File: src/common/sfh_pkg.sv
/*
  Shared constants for the serial flash host: timing, opcodes, byte counts,
  direction codes and the frame state encoding.
  Assumes a 125 MHz system clock driving every host register.
*/
package sfh_pkg;

  ////////////////////////////////////////////////////////////////////////////
  // Timing
  localparam int CLK_PERIOD_NS = 8;
  // Half period of the serial clock; four or more cycles cover the input synchroniser
  localparam int SCK_HALF_NS = 32;
  localparam int SCK_HALF_CYC = (SCK_HALF_NS + CLK_PERIOD_NS - 1) / CLK_PERIOD_NS;
  // Identification read must stay at or below this serial clock rate
  localparam int ID_MAX_MHZ = 85;
  localparam int SCK_MHZ = 1000 / (2 * SCK_HALF_CYC * CLK_PERIOD_NS);

  ////////////////////////////////////////////////////////////////////////////
  // Frame geometry
  localparam int LEN_W = 9;
  localparam int ADDR_USED_BITS = 20;
  localparam logic [LEN_W-1:0] ADDR_BYTES = 9'h003;
  localparam logic [LEN_W-1:0] ONE_LEN = 9'h001;
  localparam logic [LEN_W-1:0] ID_MAX_LEN = 9'h005;
  localparam logic [LEN_W-1:0] PROG_MAX_LEN = 9'h100;
  localparam logic [LEN_W-1:0] OPEN_LEN = 9'h1FF;
  localparam logic [3:0] BITS_SINGLE = 4'h8;
  localparam logic [3:0] BITS_DUAL = 4'h4;
  localparam logic [1:0] DIR_NONE = 2'h0;
  localparam logic [1:0] DIR_WRITE = 2'h1;
  localparam logic [1:0] DIR_READ = 2'h2;

  ////////////////////////////////////////////////////////////////////////////
  // Opcodes
  localparam logic [7:0] OP_READ_FAST2 = 8'h1B;
  localparam logic [7:0] OP_READ_FAST = 8'h0B;
  localparam logic [7:0] OP_READ_SLOW = 8'h03;
  localparam logic [7:0] OP_READ_DUAL = 8'h3B;
  localparam logic [7:0] OP_ERASE_4K = 8'h20;
  localparam logic [7:0] OP_ERASE_32K = 8'h52;
  localparam logic [7:0] OP_ERASE_64K = 8'hD8;
  localparam logic [7:0] OP_ERASE_CHIP_A = 8'h60;
  localparam logic [7:0] OP_ERASE_CHIP_B = 8'hC7;
  localparam logic [7:0] OP_PROG = 8'h02;
  localparam logic [7:0] OP_PROG_DUAL = 8'hA2;
  localparam logic [7:0] OP_SUSPEND = 8'hB0;
  localparam logic [7:0] OP_RESUME = 8'hD0;
  localparam logic [7:0] OP_WR_ENABLE = 8'h06;
  localparam logic [7:0] OP_WR_DISABLE = 8'h04;
  localparam logic [7:0] OP_PROTECT = 8'h36;
  localparam logic [7:0] OP_UNPROTECT = 8'h39;
  localparam logic [7:0] OP_PROT_READ = 8'h3C;
  localparam logic [7:0] OP_LOCKDOWN = 8'h33;
  localparam logic [7:0] OP_LOCK_FREEZE = 8'h34;
  localparam logic [7:0] OP_LOCK_READ = 8'h35;
  localparam logic [7:0] OP_OTP_WRITE = 8'h9B;
  localparam logic [7:0] OP_OTP_READ = 8'h77;
  localparam logic [7:0] OP_STAT_READ = 8'h05;
  localparam logic [7:0] OP_STAT_WRITE1 = 8'h01;
  localparam logic [7:0] OP_STAT_WRITE2 = 8'h31;
  localparam logic [7:0] OP_SOFT_RESET = 8'hF0;
  localparam logic [7:0] OP_ID_READ = 8'h9F;
  localparam logic [7:0] OP_SLEEP = 8'hB9;
  localparam logic [7:0] OP_WAKE = 8'hAB;

  ////////////////////////////////////////////////////////////////////////////
  // Frame states
  typedef enum logic [7:0] {
    ST_IDLE = 8'h01,
    ST_OPCODE = 8'h02,
    ST_ADDR = 8'h04,
    ST_DUMMY = 8'h08,
    ST_WDATA = 8'h10,
    ST_RDATA = 8'h20,
    ST_FINISH = 8'h40,
    ST_GAP = 8'h80
  } sfh_state_e;

endpackage : sfh_pkg

File: src/core/sfh_tick_gen.sv
/*
  Half-period tick generator for the serial clock.
  Assumes run is a same-domain level; the count restarts whenever run drops.
*/
`timescale 1ns/1ns
module sfh_tick_gen
  import sfh_pkg::*;
#(
  parameter int HALF_CYC = SCK_HALF_CYC
) (
  input wire logic clk,
  input wire logic reset_n,
  input wire logic run,
  output logic tick
);

  logic [7:0] cnt_r;
  logic [7:0] cnt_nxt;
  logic tick_r;
  logic tick_nxt;

  ////////////////////////////////////////////////////////////////////////////
  // One pulse every HALF_CYC cycles while a frame is running
  always_comb begin
    cnt_nxt = 8'h00;
    tick_nxt = 1'b0;
    if (run) begin
      if (cnt_r == 8'(HALF_CYC - 1)) begin
        tick_nxt = 1'b1;
      end else begin
        cnt_nxt = cnt_r + 8'h01;
      end
    end
  end

  always_ff @(posedge clk or negedge reset_n) begin
    if (!reset_n) begin
      cnt_r <= 8'h00;
      tick_r <= 1'b0;
    end else begin
      cnt_r <= cnt_nxt;
      tick_r <= tick_nxt;
    end
  end

  assign tick = tick_r;

endmodule : sfh_tick_gen

File: src/core/sfh_opcode_table.sv
/*
  Opcode table: address, dummy, direction, lane width and byte limit per opcode.
  Purely combinational; the caller latches the results at command acceptance.
*/
`timescale 1ns/1ns
module sfh_opcode_table
  import sfh_pkg::*;
(
  input wire logic [7:0] opcode,
  output logic known,
  output logic has_addr,
  output logic [1:0] dummy,
  output logic [1:0] dir,
  output logic dual,
  output logic [LEN_W-1:0] max_len
);

  ////////////////////////////////////////////////////////////////////////////
  // Decode; unknown codes are flagged so that no frame is ever sent for them
  always_comb begin
    known = 1'b1;
    has_addr = 1'b0;
    dummy = 2'h0;
    dir = DIR_NONE;
    dual = 1'b0;
    max_len = OPEN_LEN;
    case (opcode)
      OP_READ_FAST2, OP_OTP_READ: begin // [RULE12] [RULE21]
        has_addr = 1'b1;
        dummy = 2'h2;
        dir = DIR_READ;
      end
      OP_READ_FAST, OP_READ_DUAL: begin // [RULE12] [RULE4]
        has_addr = 1'b1;
        dummy = 2'h1;
        dir = DIR_READ;
        dual = (opcode == OP_READ_DUAL);
      end
      OP_READ_SLOW, OP_PROT_READ, OP_LOCK_READ: begin // [RULE12] [RULE17] [RULE19]
        has_addr = 1'b1;
        dir = DIR_READ;
      end
      OP_ERASE_4K, OP_ERASE_32K, OP_ERASE_64K, OP_PROTECT, OP_UNPROTECT: begin // [RULE13]
        has_addr = 1'b1;
      end
      OP_PROG, OP_PROG_DUAL: begin // [RULE14] [RULE15] [RULE3]
        has_addr = 1'b1;
        dir = DIR_WRITE;
        dual = (opcode == OP_PROG_DUAL);
        max_len = PROG_MAX_LEN;
      end
      OP_LOCKDOWN, OP_LOCK_FREEZE: begin // [RULE18]
        has_addr = 1'b1;
        dir = DIR_WRITE;
        max_len = ONE_LEN;
      end
      OP_OTP_WRITE: begin // [RULE20]
        has_addr = 1'b1;
        dir = DIR_WRITE;
      end
      OP_STAT_WRITE1, OP_STAT_WRITE2, OP_SOFT_RESET: begin // [RULE22]
        dir = DIR_WRITE;
        max_len = ONE_LEN;
      end
      OP_STAT_READ: begin // [RULE22]
        dir = DIR_READ;
      end
      OP_ID_READ: begin // [RULE23]
        dir = DIR_READ;
        max_len = ID_MAX_LEN;
      end
      OP_ERASE_CHIP_A, OP_ERASE_CHIP_B, OP_SLEEP, OP_WAKE, OP_SUSPEND, OP_RESUME,
      OP_WR_ENABLE, OP_WR_DISABLE: begin // [RULE13] [RULE24]
        dir = DIR_NONE;
      end
      default: begin
        known = 1'b0;
      end
    endcase
  end

endmodule : sfh_opcode_table

File: src/core/sfh_master.sv
/*
  Host side of a serial flash link: frames one command per chip select,
  shifts opcode, address, dummy and data bytes, and runs dual-lane transfers.
  Assumes a flash device on the pins and a same-clock user on the command,
  write and read ports; the read port has no back-pressure.
*/
// Behaviour
// [RULE1] Sample rising edge, drive falling edge
// [RULE2] Serial clock idles low or high
// [RULE3] Dual program drives both data pins
// [RULE4] Dual read releases the upper pin
// [RULE5] Chip select, then opcode, then payload
// [RULE6] Every byte most significant bit first
// [RULE7] Chip select release ends the frame
// [RULE8] Unknown opcode starts no operation
// [RULE9] Unknown opcode ignores rest of frame
// [RULE10] Early release aborts without any effect
// [RULE11] Three address bytes, top nibble ignored
// [RULE12] Array reads use two, one, none dummies
// [RULE13] Erases take address only; chip none
// [RULE14] Page program takes 1 to 256
// [RULE15] Dual program takes 1 to 256
// [RULE16] Write enable precedes any page program
// [RULE17] Protection readback: address, then data
// [RULE18] Lockdown commands: address plus one byte
// [RULE19] Lockdown readback: address, then data
// [RULE20] OTP write: address, then data bytes
// [RULE21] OTP read: address, two dummies, data
// [RULE22] Status writes one byte; reads many
// [RULE23] Identification returns one to five bytes
// [RULE24] Power-down entry and exit bare opcodes
`timescale 1ns/1ns
module sfh_master
  import sfh_pkg::*;
#(
  parameter int HALF_CYC = SCK_HALF_CYC
) (
  input wire logic clk,
  input wire logic reset_n,
  input wire logic cmd_valid,
  output logic cmd_ready,
  input wire logic [7:0] cmd_opcode,
  input wire logic [23:0] cmd_addr,
  input wire logic [LEN_W-1:0] cmd_len,
  input wire logic cmd_mode3,
  input wire logic wr_valid,
  output logic wr_ready,
  input wire logic [7:0] wr_data,
  output logic rd_valid,
  output logic [7:0] rd_data,
  output logic done,
  output logic err,
  output logic cs_n,
  output logic sck,
  input wire logic dual_lane_upper_pin_i,
  output logic dual_lane_upper_pin_o,
  output logic dual_lane_upper_pin_oe_n,
  input wire logic dual_lane_lower_pin_i,
  output logic dual_lane_lower_pin_o,
  output logic dual_lane_lower_pin_oe_n
);

  sfh_state_e state_r, state_nxt;
  logic [7:0] op_r, op_nxt, tx_r, tx_nxt, rx_r, rx_nxt, buf_r, buf_nxt, rd_data_r, rd_data_nxt;
  logic [ADDR_USED_BITS-1:0] addr_r, addr_nxt;
  logic [LEN_W-1:0] len_r, len_nxt, byte_r, byte_nxt;
  logic [3:0] bit_r, bit_nxt;
  logic [1:0] dummy_r, dummy_nxt, dir_r, dir_nxt;
  logic has_addr_r, has_addr_nxt, dual_r, dual_nxt, wide_r, wide_nxt, mode3_r, mode3_nxt;
  logic load_r, load_nxt, lead_r, lead_nxt, have_r, have_nxt, wel_r, wel_nxt;
  logic sck_r, sck_nxt, cs_n_r, cs_n_nxt, cmd_ready_r, cmd_ready_nxt, wr_ready_r, wr_ready_nxt;
  logic rd_valid_r, rd_valid_nxt, done_r, done_nxt, err_r, err_nxt;
  logic up_o_r, up_o_nxt, up_oe_n_r, up_oe_n_nxt, lo_o_r, lo_o_nxt, lo_oe_n_r, lo_oe_n_nxt;
  logic up_s1_r, up_s2_r, lo_s1_r, lo_s2_r;
  logic tick, dec_known, dec_has_addr, dec_dual, dec_prog, dual_phase;
  logic [1:0] dec_dummy, dec_dir;
  logic [LEN_W-1:0] dec_max, len_eff;
  sfh_state_e after;
  logic [7:0] next_byte;

  ////////////////////////////////////////////////////////////////////////////
  // Helpers
  sfh_tick_gen #(.HALF_CYC(HALF_CYC)) u_tick (
    .clk(clk),
    .reset_n(reset_n),
    .run(state_r != ST_IDLE),
    .tick(tick)
  );

  sfh_opcode_table u_table (
    .opcode(cmd_opcode),
    .known(dec_known),
    .has_addr(dec_has_addr),
    .dummy(dec_dummy),
    .dir(dec_dir),
    .dual(dec_dual),
    .max_len(dec_max)
  );

  // Pin inputs pass two flops; only the second is ever read
  always_ff @(posedge clk or negedge reset_n) begin
    if (!reset_n) begin
      up_s1_r <= 1'b0;
      up_s2_r <= 1'b0;
      lo_s1_r <= 1'b0;
      lo_s2_r <= 1'b0;
    end else begin
      up_s1_r <= dual_lane_upper_pin_i;
      up_s2_r <= up_s1_r;
      lo_s1_r <= dual_lane_lower_pin_i;
      lo_s2_r <= lo_s1_r;
    end
  end

  ////////////////////////////////////////////////////////////////////////////
  // Phase sequencing: opcode, address, dummies, data, in that order
  function automatic sfh_state_e phase_after(input sfh_state_e st, input logic has_a,
                                             input logic [1:0] dum, input logic [1:0] dr);
    phase_after = (dr == DIR_READ) ? ST_RDATA : ((dr == DIR_WRITE) ? ST_WDATA : ST_FINISH);
    if (st == ST_OPCODE && has_a) begin
      phase_after = ST_ADDR;
    end else if ((st == ST_OPCODE || st == ST_ADDR) && dum != 2'h0) begin
      phase_after = ST_DUMMY;
    end else if (st == ST_WDATA || st == ST_RDATA) begin
      phase_after = ST_FINISH;
    end
  endfunction : phase_after

  // Requested length clamped to the opcode's legal 1..max range
  assign len_eff = (cmd_len == '0) ? ONE_LEN : ((cmd_len > dec_max) ? dec_max : cmd_len); // [RULE14] [RULE23]
  assign dec_prog = (cmd_opcode == OP_PROG) || (cmd_opcode == OP_PROG_DUAL);
  assign dual_phase = dual_r && (state_r == ST_WDATA || state_r == ST_RDATA);
  assign after = phase_after(state_r, has_addr_r, dummy_r, dir_r);

  // Next outgoing byte; address top nibble always sent as zero
  always_comb begin
    next_byte = 8'h00;
    if (state_r == ST_ADDR) begin
      if (byte_r == ADDR_BYTES) begin
        next_byte = {4'h0, addr_r[19:16]}; // [RULE11]
      end else if (byte_r == 9'h002) begin
        next_byte = addr_r[15:8];
      end else begin
        next_byte = addr_r[7:0];
      end
    end else if (state_r == ST_WDATA) begin
      next_byte = buf_r;
    end
  end

  ////////////////////////////////////////////////////////////////////////////
  // Frame engine next state
  always_comb begin
    state_nxt = state_r;
    op_nxt = op_r;
    addr_nxt = addr_r;
    len_nxt = len_r;
    dummy_nxt = dummy_r;
    dir_nxt = dir_r;
    has_addr_nxt = has_addr_r;
    dual_nxt = dual_r;
    mode3_nxt = mode3_r;
    wide_nxt = wide_r;
    tx_nxt = tx_r;
    rx_nxt = rx_r;
    bit_nxt = bit_r;
    byte_nxt = byte_r;
    load_nxt = load_r;
    lead_nxt = lead_r;
    have_nxt = have_r;
    buf_nxt = buf_r;
    wel_nxt = wel_r;
    sck_nxt = sck_r;
    cs_n_nxt = cs_n_r;
    rd_valid_nxt = 1'b0;
    rd_data_nxt = rd_data_r;
    done_nxt = 1'b0;
    err_nxt = 1'b0;
    // One byte of write data is held ahead of the shifter
    if (wr_valid && wr_ready_r) begin
      buf_nxt = wr_data;
      have_nxt = 1'b1;
    end
    unique case (state_r)
      ST_IDLE: begin
        sck_nxt = cmd_mode3; // [RULE2]
        if (cmd_valid && cmd_ready_r) begin
          if (!dec_known || (dec_prog && !wel_r)) begin
            err_nxt = 1'b1; // [RULE8] [RULE9] [RULE16]
          end else if (sck_r == cmd_mode3) begin // Wait until the clock idles at the new mode's level [RULE2]
            op_nxt = cmd_opcode;
            addr_nxt = cmd_addr[ADDR_USED_BITS-1:0]; // [RULE11]
            len_nxt = len_eff;
            dummy_nxt = dec_dummy;
            dir_nxt = dec_dir;
            has_addr_nxt = dec_has_addr;
            dual_nxt = dec_dual;
            mode3_nxt = cmd_mode3;
            wide_nxt = 1'b0;
            tx_nxt = cmd_opcode; // [RULE5]
            bit_nxt = BITS_SINGLE;
            byte_nxt = ONE_LEN; // Opcode phase is exactly one byte [RULE5]
            load_nxt = 1'b0;
            lead_nxt = sck_r; // Mode 3 needs one idle fall first
            cs_n_nxt = 1'b0;
            state_nxt = ST_OPCODE;
          end
        end
      end
      ST_OPCODE, ST_ADDR, ST_DUMMY, ST_WDATA, ST_RDATA: begin
        if (tick) begin
          if (!sck_r) begin
            // Rising edge: the device samples, and read data is taken
            sck_nxt = 1'b1; // [RULE1]
            rx_nxt = dual_phase ? {rx_r[5:0], lo_s2_r, up_s2_r} : {rx_r[6:0], lo_s2_r}; // [RULE4] [RULE6]
            bit_nxt = bit_r - 4'h1;
            if (bit_r == 4'h1) begin
              load_nxt = 1'b1;
              if (state_r == ST_RDATA) begin
                rd_valid_nxt = 1'b1;
                rd_data_nxt = rx_nxt;
              end
              if (byte_r == ONE_LEN) begin
                state_nxt = after; // [RULE12] [RULE13]
                byte_nxt = (after == ST_ADDR) ? ADDR_BYTES : ((after == ST_DUMMY) ? {7'h00, dummy_r} : len_r);
              end else begin
                byte_nxt = byte_r - ONE_LEN;
              end
            end
          end else if (lead_r) begin
            sck_nxt = 1'b0;
            lead_nxt = 1'b0;
          end else if (!load_r) begin
            // Falling edge inside a byte: next bit or bit pair
            sck_nxt = 1'b0; // [RULE1]
            tx_nxt = wide_r ? {tx_r[5:0], 2'b00} : {tx_r[6:0], 1'b0}; // [RULE6]
          end else if (state_r != ST_WDATA || have_r) begin
            // Falling edge at a byte boundary; write data may stall the clock here
            sck_nxt = 1'b0;
            load_nxt = 1'b0;
            wide_nxt = dual_phase; // [RULE3] [RULE4]
            bit_nxt = dual_phase ? BITS_DUAL : BITS_SINGLE;
            tx_nxt = next_byte;
            if (state_r == ST_WDATA) begin
              have_nxt = 1'b0;
            end
          end
        end
      end
      ST_FINISH: begin
        if (tick) begin
          if (sck_r && !mode3_r) begin
            sck_nxt = 1'b0; // [RULE2]
          end else begin
            // Only whole frames are sent, so the device never sees an early release
            cs_n_nxt = 1'b1; // [RULE7] [RULE10]
            done_nxt = 1'b1;
            state_nxt = ST_GAP;
            if (op_r == OP_WR_ENABLE) begin
              wel_nxt = 1'b1; // [RULE16]
            end else if (op_r == OP_WR_DISABLE || op_r == OP_PROG || op_r == OP_PROG_DUAL) begin
              wel_nxt = 1'b0;
            end
          end
        end
      end
      ST_GAP: begin
        if (tick) begin
          state_nxt = ST_IDLE;
        end
      end
      default: begin
        state_nxt = ST_IDLE;
        cs_n_nxt = 1'b1;
      end
    endcase
  end

  ////////////////////////////////////////////////////////////////////////////
  // Registered ports; pin drive follows the lane width latched at the fall
  always_comb begin
    cmd_ready_nxt = (state_nxt == ST_IDLE);
    wr_ready_nxt = (state_nxt == ST_WDATA) && load_nxt && !have_nxt;
    up_o_nxt = cs_n_nxt ? 1'b0 : (wide_nxt ? tx_nxt[6] : tx_nxt[7]);
    lo_o_nxt = cs_n_nxt ? 1'b0 : tx_nxt[7];
    up_oe_n_nxt = !cs_n_nxt && dual_r && dir_r == DIR_READ && (state_nxt == ST_RDATA || state_nxt == ST_FINISH); // [RULE4]
    lo_oe_n_nxt = !(!cs_n_nxt && wide_nxt && dir_r == DIR_WRITE); // [RULE3]
  end

  always_ff @(posedge clk or negedge reset_n) begin
    if (!reset_n) begin
      state_r <= ST_IDLE;
      op_r <= 8'h00;
      addr_r <= '0;
      len_r <= '0;
      dummy_r <= 2'h0;
      dir_r <= DIR_NONE;
      has_addr_r <= 1'b0;
      dual_r <= 1'b0;
      mode3_r <= 1'b0;
      wide_r <= 1'b0;
      tx_r <= 8'h00;
      rx_r <= 8'h00;
      bit_r <= 4'h0;
      byte_r <= '0;
      load_r <= 1'b0;
      lead_r <= 1'b0;
      have_r <= 1'b0;
      buf_r <= 8'h00;
      wel_r <= 1'b0;
      sck_r <= 1'b0;
      cs_n_r <= 1'b1;
      cmd_ready_r <= 1'b0;
      wr_ready_r <= 1'b0;
      rd_valid_r <= 1'b0;
      rd_data_r <= 8'h00;
      done_r <= 1'b0;
      err_r <= 1'b0;
      up_o_r <= 1'b0;
      up_oe_n_r <= 1'b0;
      lo_o_r <= 1'b0;
      lo_oe_n_r <= 1'b1;
    end else begin
      state_r <= state_nxt;
      op_r <= op_nxt;
      addr_r <= addr_nxt;
      len_r <= len_nxt;
      dummy_r <= dummy_nxt;
      dir_r <= dir_nxt;
      has_addr_r <= has_addr_nxt;
      dual_r <= dual_nxt;
      mode3_r <= mode3_nxt;
      wide_r <= wide_nxt;
      tx_r <= tx_nxt;
      rx_r <= rx_nxt;
      bit_r <= bit_nxt;
      byte_r <= byte_nxt;
      load_r <= load_nxt;
      lead_r <= lead_nxt;
      have_r <= have_nxt;
      buf_r <= buf_nxt;
      wel_r <= wel_nxt;
      sck_r <= sck_nxt;
      cs_n_r <= cs_n_nxt;
      cmd_ready_r <= cmd_ready_nxt;
      wr_ready_r <= wr_ready_nxt;
      rd_valid_r <= rd_valid_nxt;
      rd_data_r <= rd_data_nxt;
      done_r <= done_nxt;
      err_r <= err_nxt;
      up_o_r <= up_o_nxt;
      up_oe_n_r <= up_oe_n_nxt;
      lo_o_r <= lo_o_nxt;
      lo_oe_n_r <= lo_oe_n_nxt;
    end
  end

  assign cmd_ready = cmd_ready_r;
  assign wr_ready = wr_ready_r;
  assign rd_valid = rd_valid_r;
  assign rd_data = rd_data_r;
  assign done = done_r;
  assign err = err_r;
  assign cs_n = cs_n_r;
  assign sck = sck_r;
  assign dual_lane_upper_pin_o = up_o_r;
  assign dual_lane_upper_pin_oe_n = up_oe_n_r;
  assign dual_lane_lower_pin_o = lo_o_r;
  assign dual_lane_lower_pin_oe_n = lo_oe_n_r;

  ////////////////////////////////////////////////////////////////////////////
  // Checks; the data counter exists only for them
  logic [LEN_W:0] data_cnt_r;
  always_ff @(posedge clk or negedge reset_n) begin
    if (!reset_n) begin
      data_cnt_r <= '0;
    end else if (state_r == ST_IDLE) begin
      data_cnt_r <= '0;
    end else if (rd_valid_r || (wr_valid && wr_ready_r)) begin
      data_cnt_r <= data_cnt_r + 10'h001;
    end
  end
endmodule : sfh_master

File: config.mk
export PLATFORM = sky130hd
export DESIGN_NAME = sfh_master
export DESIGN_NICKNAME = d
export VERILOG_FILES = /design/src/common/sfh_pkg.sv /design/src/core/sfh_tick_gen.sv /design/src/core/sfh_opcode_table.sv /design/src/core/sfh_master.sv
export SDC_FILE = /design/constraint.sdc
export NUM_CORES = 1
export LEC_CHECK = 0
export ABC_AREA = 1
export BUFFER_PORTS_ARGS = -buffer_cell sky130_fd_sc_hd__buf_2
export CORE_MARGIN = 8
export CORE_UTILIZATION = 32
export CTS_BUF_LIST = sky130_fd_sc_hd__clkbuf_8
export CTS_CLUSTER_DIAMETER = 120
export CTS_CLUSTER_SIZE = 20
export DETAILED_ROUTE_END_ITERATION = 8
export GPL_TIMING_DRIVEN = 0
export PLACE_DENSITY = 0.48
export SLEW_MARGIN = 20
export SYNTH_ARGS = -nofsm -noshare
export SYNTH_HDL_FRONTEND = slang
export SYNTH_SLANG_ARGS = --single-unit
File: constraint.sdc
create_clock -name clk -period 4.8 [get_ports clk]
set_input_delay 0.96 -clock clk [delete_from_list [all_inputs] [get_ports clk]]
set_output_delay 0.96 -clock clk [all_outputs]
set_load 0.05 [all_outputs]
# Word level (Yosys, flattened, before mapping)
# Index checks and enable logic that the tools add are counted.
# classes
addsub	3
n_lt_le_gt_ge	1
n_eq_ne	72
n_mux	124
bitwise_logic	3
n_reduce_logical	52
# ops
op	count
$mux W8	26
$mux W9	11
$eq A8 B8 Y1 const B	12
$eq A8 B6 Y1 const B	11
$mux W1	60
$eq A8 B3 Y1 const B	7
$eq A8 B2 Y1 const B	5
$eq A8 B7 Y1 const B	5
$mux W4	9
$mux W7	5
$pmux W8 S4	1
$reduce_or A30 Y1	1
$pmux W9 S3	1
$eq A8 B1 Y1 const B	3
$eq A8 B4 Y1 const B	3
$eq A8 B5 Y1 const B	3
$eq A9 B2 Y1 const B	2
$pmux W9 S2	1
$reduce_or A17 Y1	1
$ne A2 B2 Y1 const B	8
$pmux W8 S2	1
$reduce_and A8 Y1	2
$logic_and A1 B1 Y1	14
$ne A3 B3 Y1 const B	4
other kinds (32)	59
# word_totals
reg_bits	125
inputBits	56
output_inout_bits	19
elab_cells	293

# Logic depth before layout (Yosys ltp)
# logic_depth
depth_word	14
ltp_mapped	22
depth_no_buf	22

# Modules after synthesis
# Synthesis repeated with hierarchy kept, for this count alone.
# unflattened
hier_cells	1008
area_unflattened_um2	7437.1
# modules_own_cells
mod	instances	cells_each	area_per_inst_um2	seq_area_each_um2
sfh_master	1	809	6387.4	2906.5
sfh_opcode_table	1	144	594.3	0.0
sfh_tick_gen	1	55	455.4	225.2

# Worst setup path after synthesis
# Ideal clock, no wire load.
# synth_timing
path_type	input to register
start	input port cmd_opcode[3]
end	register len_r[3]
setup_ps	83
t_arrival_ps	3169
required_time_ps	4717
setup_slack_ps	1548
cell_stages	20
path_buffers	1
path_cell_list	buf_4 > inv_2 > nand2_1 > nor2_1 > nand2_1 > inv_1 > nor2_1 > nand2_1 > nor2_1 > inv_1 > ha_1 > nand2_1 > inv_1 > nand3_1 > or3_1 > nand2_1 > clkinv_1 > nand2_1 > nand2_1 > o21ai_0
# synth_via
elab_chain_cells	7
elab_cells_between_ends	44
classes_between	order compare (1); eq/ne (30); mux (4); bitwise (1); reduce/logical (8)
# synth_rtl
element	line	rtl
start, declared	sfh_master.sv:42	input wire logic [7:0] cmd_opcode,
parallel branches: the longest is 7 deep, another holds $gt A9 B9 Y1	--	
end signal, assigned	sfh_master.sv:327	len_r <= len_nxt;
end, declared	sfh_master.sv:66	logic [LEN_W-1:0] len_r, len_nxt, byte_r, byte_nxt;
# Several ways; the timed one is not identified.
# A chain may end at the register's enable or synchronous reset.

# Final worst setup path
# layout_timing
start	input port cmd_opcode[4]
end	register len_r[6]
# The elaborated chain is that of the path after synthesis.

==> flow_summary.json <==
{
  "fin_util": 0.3720,
  "vias": 6355,
  "p_sw_frac": 0.3920,
  "syn-instance-count": 958,
  "timing.rr.start": "state_r[5]$_DFF_PN0_",
  "fmax_mhz": 298.0,
  "internal_power_mw": 2.065,
  "final_antenna_net_count": 0,
  "portBuffers": 68,
  "coreArea_sq_um": 22370,
  "crit_path_end_kind": "flop",
  "instances_no_fill": 1343,
  "cts_made_buffers": 17,
  "io_pins": 75,
  "clkSinkCount": 125,
  "crit_path_start_kind": "input pin",
  "multiInputGateArea_sq_um": 3538,
  "min_period_ps": 3355,
  "nNetsFinal": 1121,
  "leakage_nw": 4.188,
  "hold_violations": 0,
  "place_hpwl_microns": 15730,
  "gr-total-overflow": 0,
  "clockBufferDepth": 2,
  "holdBufCountCts": 0,
  "drc_errors": 0,
  "min_path_cells": 0,
  "r2r_setup_slack_ps": 2210,
  "synth_warnings": 0,
  "cp_max_fo": 10,
  "peakVddDrop_v": 0.0001390,
  "clock_skew_ps": 16.15,
  "powerDensity_nw_per_um2": 408.4,
  "syn_nets": 1033,
  "fin_tns_setup_ps": 0,
  "avgSynthCellArea_sq_um": 7.532,
  "clk_pin_slew_worst_paths_ps": 90,
  "worst_r2r_path_depth": 10,
  "synth_ff_type": "dfrtp_1",
  "cp.required_ps": 5160,
  "grtUsageTotal": 0.1509,
  "dpl.cell_count": 1312,
  "clockRootBuffer": "clkbuf_8",
  "grt_pass1_wl_microns": 33650,
  "r2r-end": "tx_r[5]$_DFFE_PN0P_",
  "hold_start": "up_s1_r$_DFF_PN0_",
  "grt_max_degree": 84,
  "pwr-share-comb": 0.314,
  "die_h_microns": 166.2,
  "clockPowerShare": 0.261,
  "post_cts_buffers": 0,
  "yosysSeqAreaShare": 0.4340,
  "slew_headroom": 0.3302,
  "drt-vias-per-instance": 4.732,
  "hold_class": "reg -> reg",
  "cts_tree": "built",
  "register_area_sq_um": 3132,
  "holdPathEnd": "up_s2_r$_DFF_PN0_",
  "die_w_microns": 166.2,
  "cp_data_arrival_time_ps": 3720,
  "cts_max_level": 4,
  "synth-edff-count": 0,
  "dr.pass1.iters": 5,
  "clkLatencyLatePin_ps": 450,
  "syn-cell-area_sq_um": 7216,
  "worst_pin_slew_ps": 995.5,
  "status": "complete, no violations",
  "power_frac_seq": 0.425,
  "rows": 55,
  "final_common_cell": "nand2_1",
  "grt_pass1_vias": 6424,
  "timing.final.max_slew_violations": 0,
  "setup_viol": 0,
  "async_reset_ff_frac": 1.000,
  "synth.distinct_cells": 55,
  "max_cap_viol_count": 0,
  "grt_setup_unrepaired": "false",
  "routed_wirelength_microns": 20190,
  "layout_worst_path_cycle_share": 0.6990,
  "mostFrequentLayoutCells": "286 x nand2_1, 122 x dfrtp_1, 110 x nor2_1",
  "gp_congestion": 0.8588,
  "setup_ws_ps": 1445,
  "worstSetupPathType": "in -> reg",
  "post_drt_wl_per_cell_microns": 15.04,
  "antenna_found_initial": 0,
  "area_growth_pct": 15.29,
  "detail_route.iter0.violations": 352,
  "p_sw_mw": 1.332,
  "power_mw": 3.397,
  "antenna_cells": 0,
  "filler_cell_count": 2398,
  "ctsResizeCount": 0,
  "drive_gt1_frac": 0.1626,
  "pre_cts_ws_ps": 956.5,
  "ys_seq_elements": 125,
  "dieArea_sq_um": 27610,
  "initial_core_util": 0.3226
}
==> power groups by stage <==
stage / Sequential (mW) / Clock (mW) / Combinational (mW)
final: 1.44 / 0.887 / 1.07
after global routing: 1.47 / 0.955 / 1.22
after CTS: 1.44 / 0.917 / 1.08
after detailed placement: 1.46 / 0 / 1.08
after global placement: 1.46 / 0 / 1.07
after floorplan: 1.48 / 0 / 0.713
==> final cells by class <==
class,instances,share of cell area
plain buffers,17,0.01324
clock buffers,17,0.02812
clock inverters,14,0.01624
inverters,116,0.05234
multi-input cells,700,0.4253
flip-flops and latches,125,0.3764
well taps,285,0.04286
repair buffers,69,0.04542
==> through the flow <==
step                hold WS (ps)  cell area [sq um]
finish                     342.2               8319
global route               363.4               8319
CTS                        345.2               8319
detailed placement         336.2               7950
global placement           333.1               7913
floorplan                  331.2               7216
==> cells by family after synthesis <==
group           count (synthesis)  synth area share
simple gates                  501            0.3026
compound gates                164            0.1332
buf+inv                       133           0.07560
flops                         125            0.4340
fa+ha+maj                      19           0.03295
xor+xnor                        9           0.01092
mux                             7           0.01075
==> critical path, stage by stage <==
cell,delay (ps)
buf_2,140
nand2_2,140
inv_2,60
nand2_2,90
nor2_1,90
nor2_1,130
nand2_1,60
inv_1,70
nand2_1,100
nor2_1,140
inv_1,150
ha_1,330
nand2_1,50
inv_1,60
nand3_1,50
or3_1,300
nand2_1,110
clkinv_1,230
nand2_1,140
nand2_1,140
o21ai_0,180
==> Yosys cell counts (2+ instances only) <==
master    count  share of area
nand2_1     286           0.15
dfrtp_1     122           0.42
nor2_1      110          0.057
inv_1       105          0.055
o21ai_0      85          0.059
nand3_1      37          0.026
a21oi_1      35          0.024
ha_1         19          0.033
nand4_1      14          0.012
nor3_1       13         0.0090
o21ai_2      10          0.012
o211ai_1      9         0.0094
inv_2         8         0.0042
nand2_2       7         0.0061
buf_2         6         0.0042
clkbuf_1      6         0.0031
mux2_2        6         0.0094
nor2_2        6         0.0052
xnor2_1       6         0.0073
nor4_1        5         0.0043
nor2_4        4         0.0062
o22ai_1       4         0.0035
or2_2         4         0.0035
a31oi_1       3         0.0026
a32o_1        3         0.0042
clkinv_1      3         0.0016
dfstp_2       3          0.011
nand2_4       3         0.0047
xor2_1        3         0.0036
a22oi_1       2         0.0021
a32oi_1       2         0.0024
and3_1        2         0.0017
buf_4         2         0.0021
buf_6         2         0.0031
o21bai_1      2         0.0021
o31ai_1       2         0.0021
==> how the worst max path moves through the flow <==
stage	start	endpoint	slack, ps	depth (start not counted)
floorplan	cmd_opcode[3]	len_r[3]$_DFFE_PN0P_	1550	20
global placement	reset_n	addr_r[15]$_DFFE_PN0P_	900	1
detailed placement	cmd_opcode[4]	len_r[6]$_DFFE_PN0P_	960	21
CTS	cmd_opcode[4]	len_r[6]$_DFFE_PN0P_	1430	21
global route	cmd_opcode[4]	len_r[6]$_DFFE_PN0P_	1080	21
finish	cmd_opcode[4]	len_r[6]$_DFFE_PN0P_	1440	21
==> per-layer routing <==
layer | routed length [microns] | global-route usage
met4 | 384 | 0.05375
met3 | 624 | 0.02258
met1 | 9924 | 0.2042
met5 | 0 | 0
met2 | 9261 | 0.2410
==> state kept, by name, summed over array words and instances, names as in the netlist, 2 cells and up <==
name,flops
dir_r,2
byte_r,9
op_r,8
state_r,8
addr_r,20
len_r,9
rx_r,7
tx_r,8
u_tick.cnt_r,8
buf_r,8
dummy_r,2
rd_data,8
bit_r,4
Note: power is estimated with default switching activity, not from simulation.
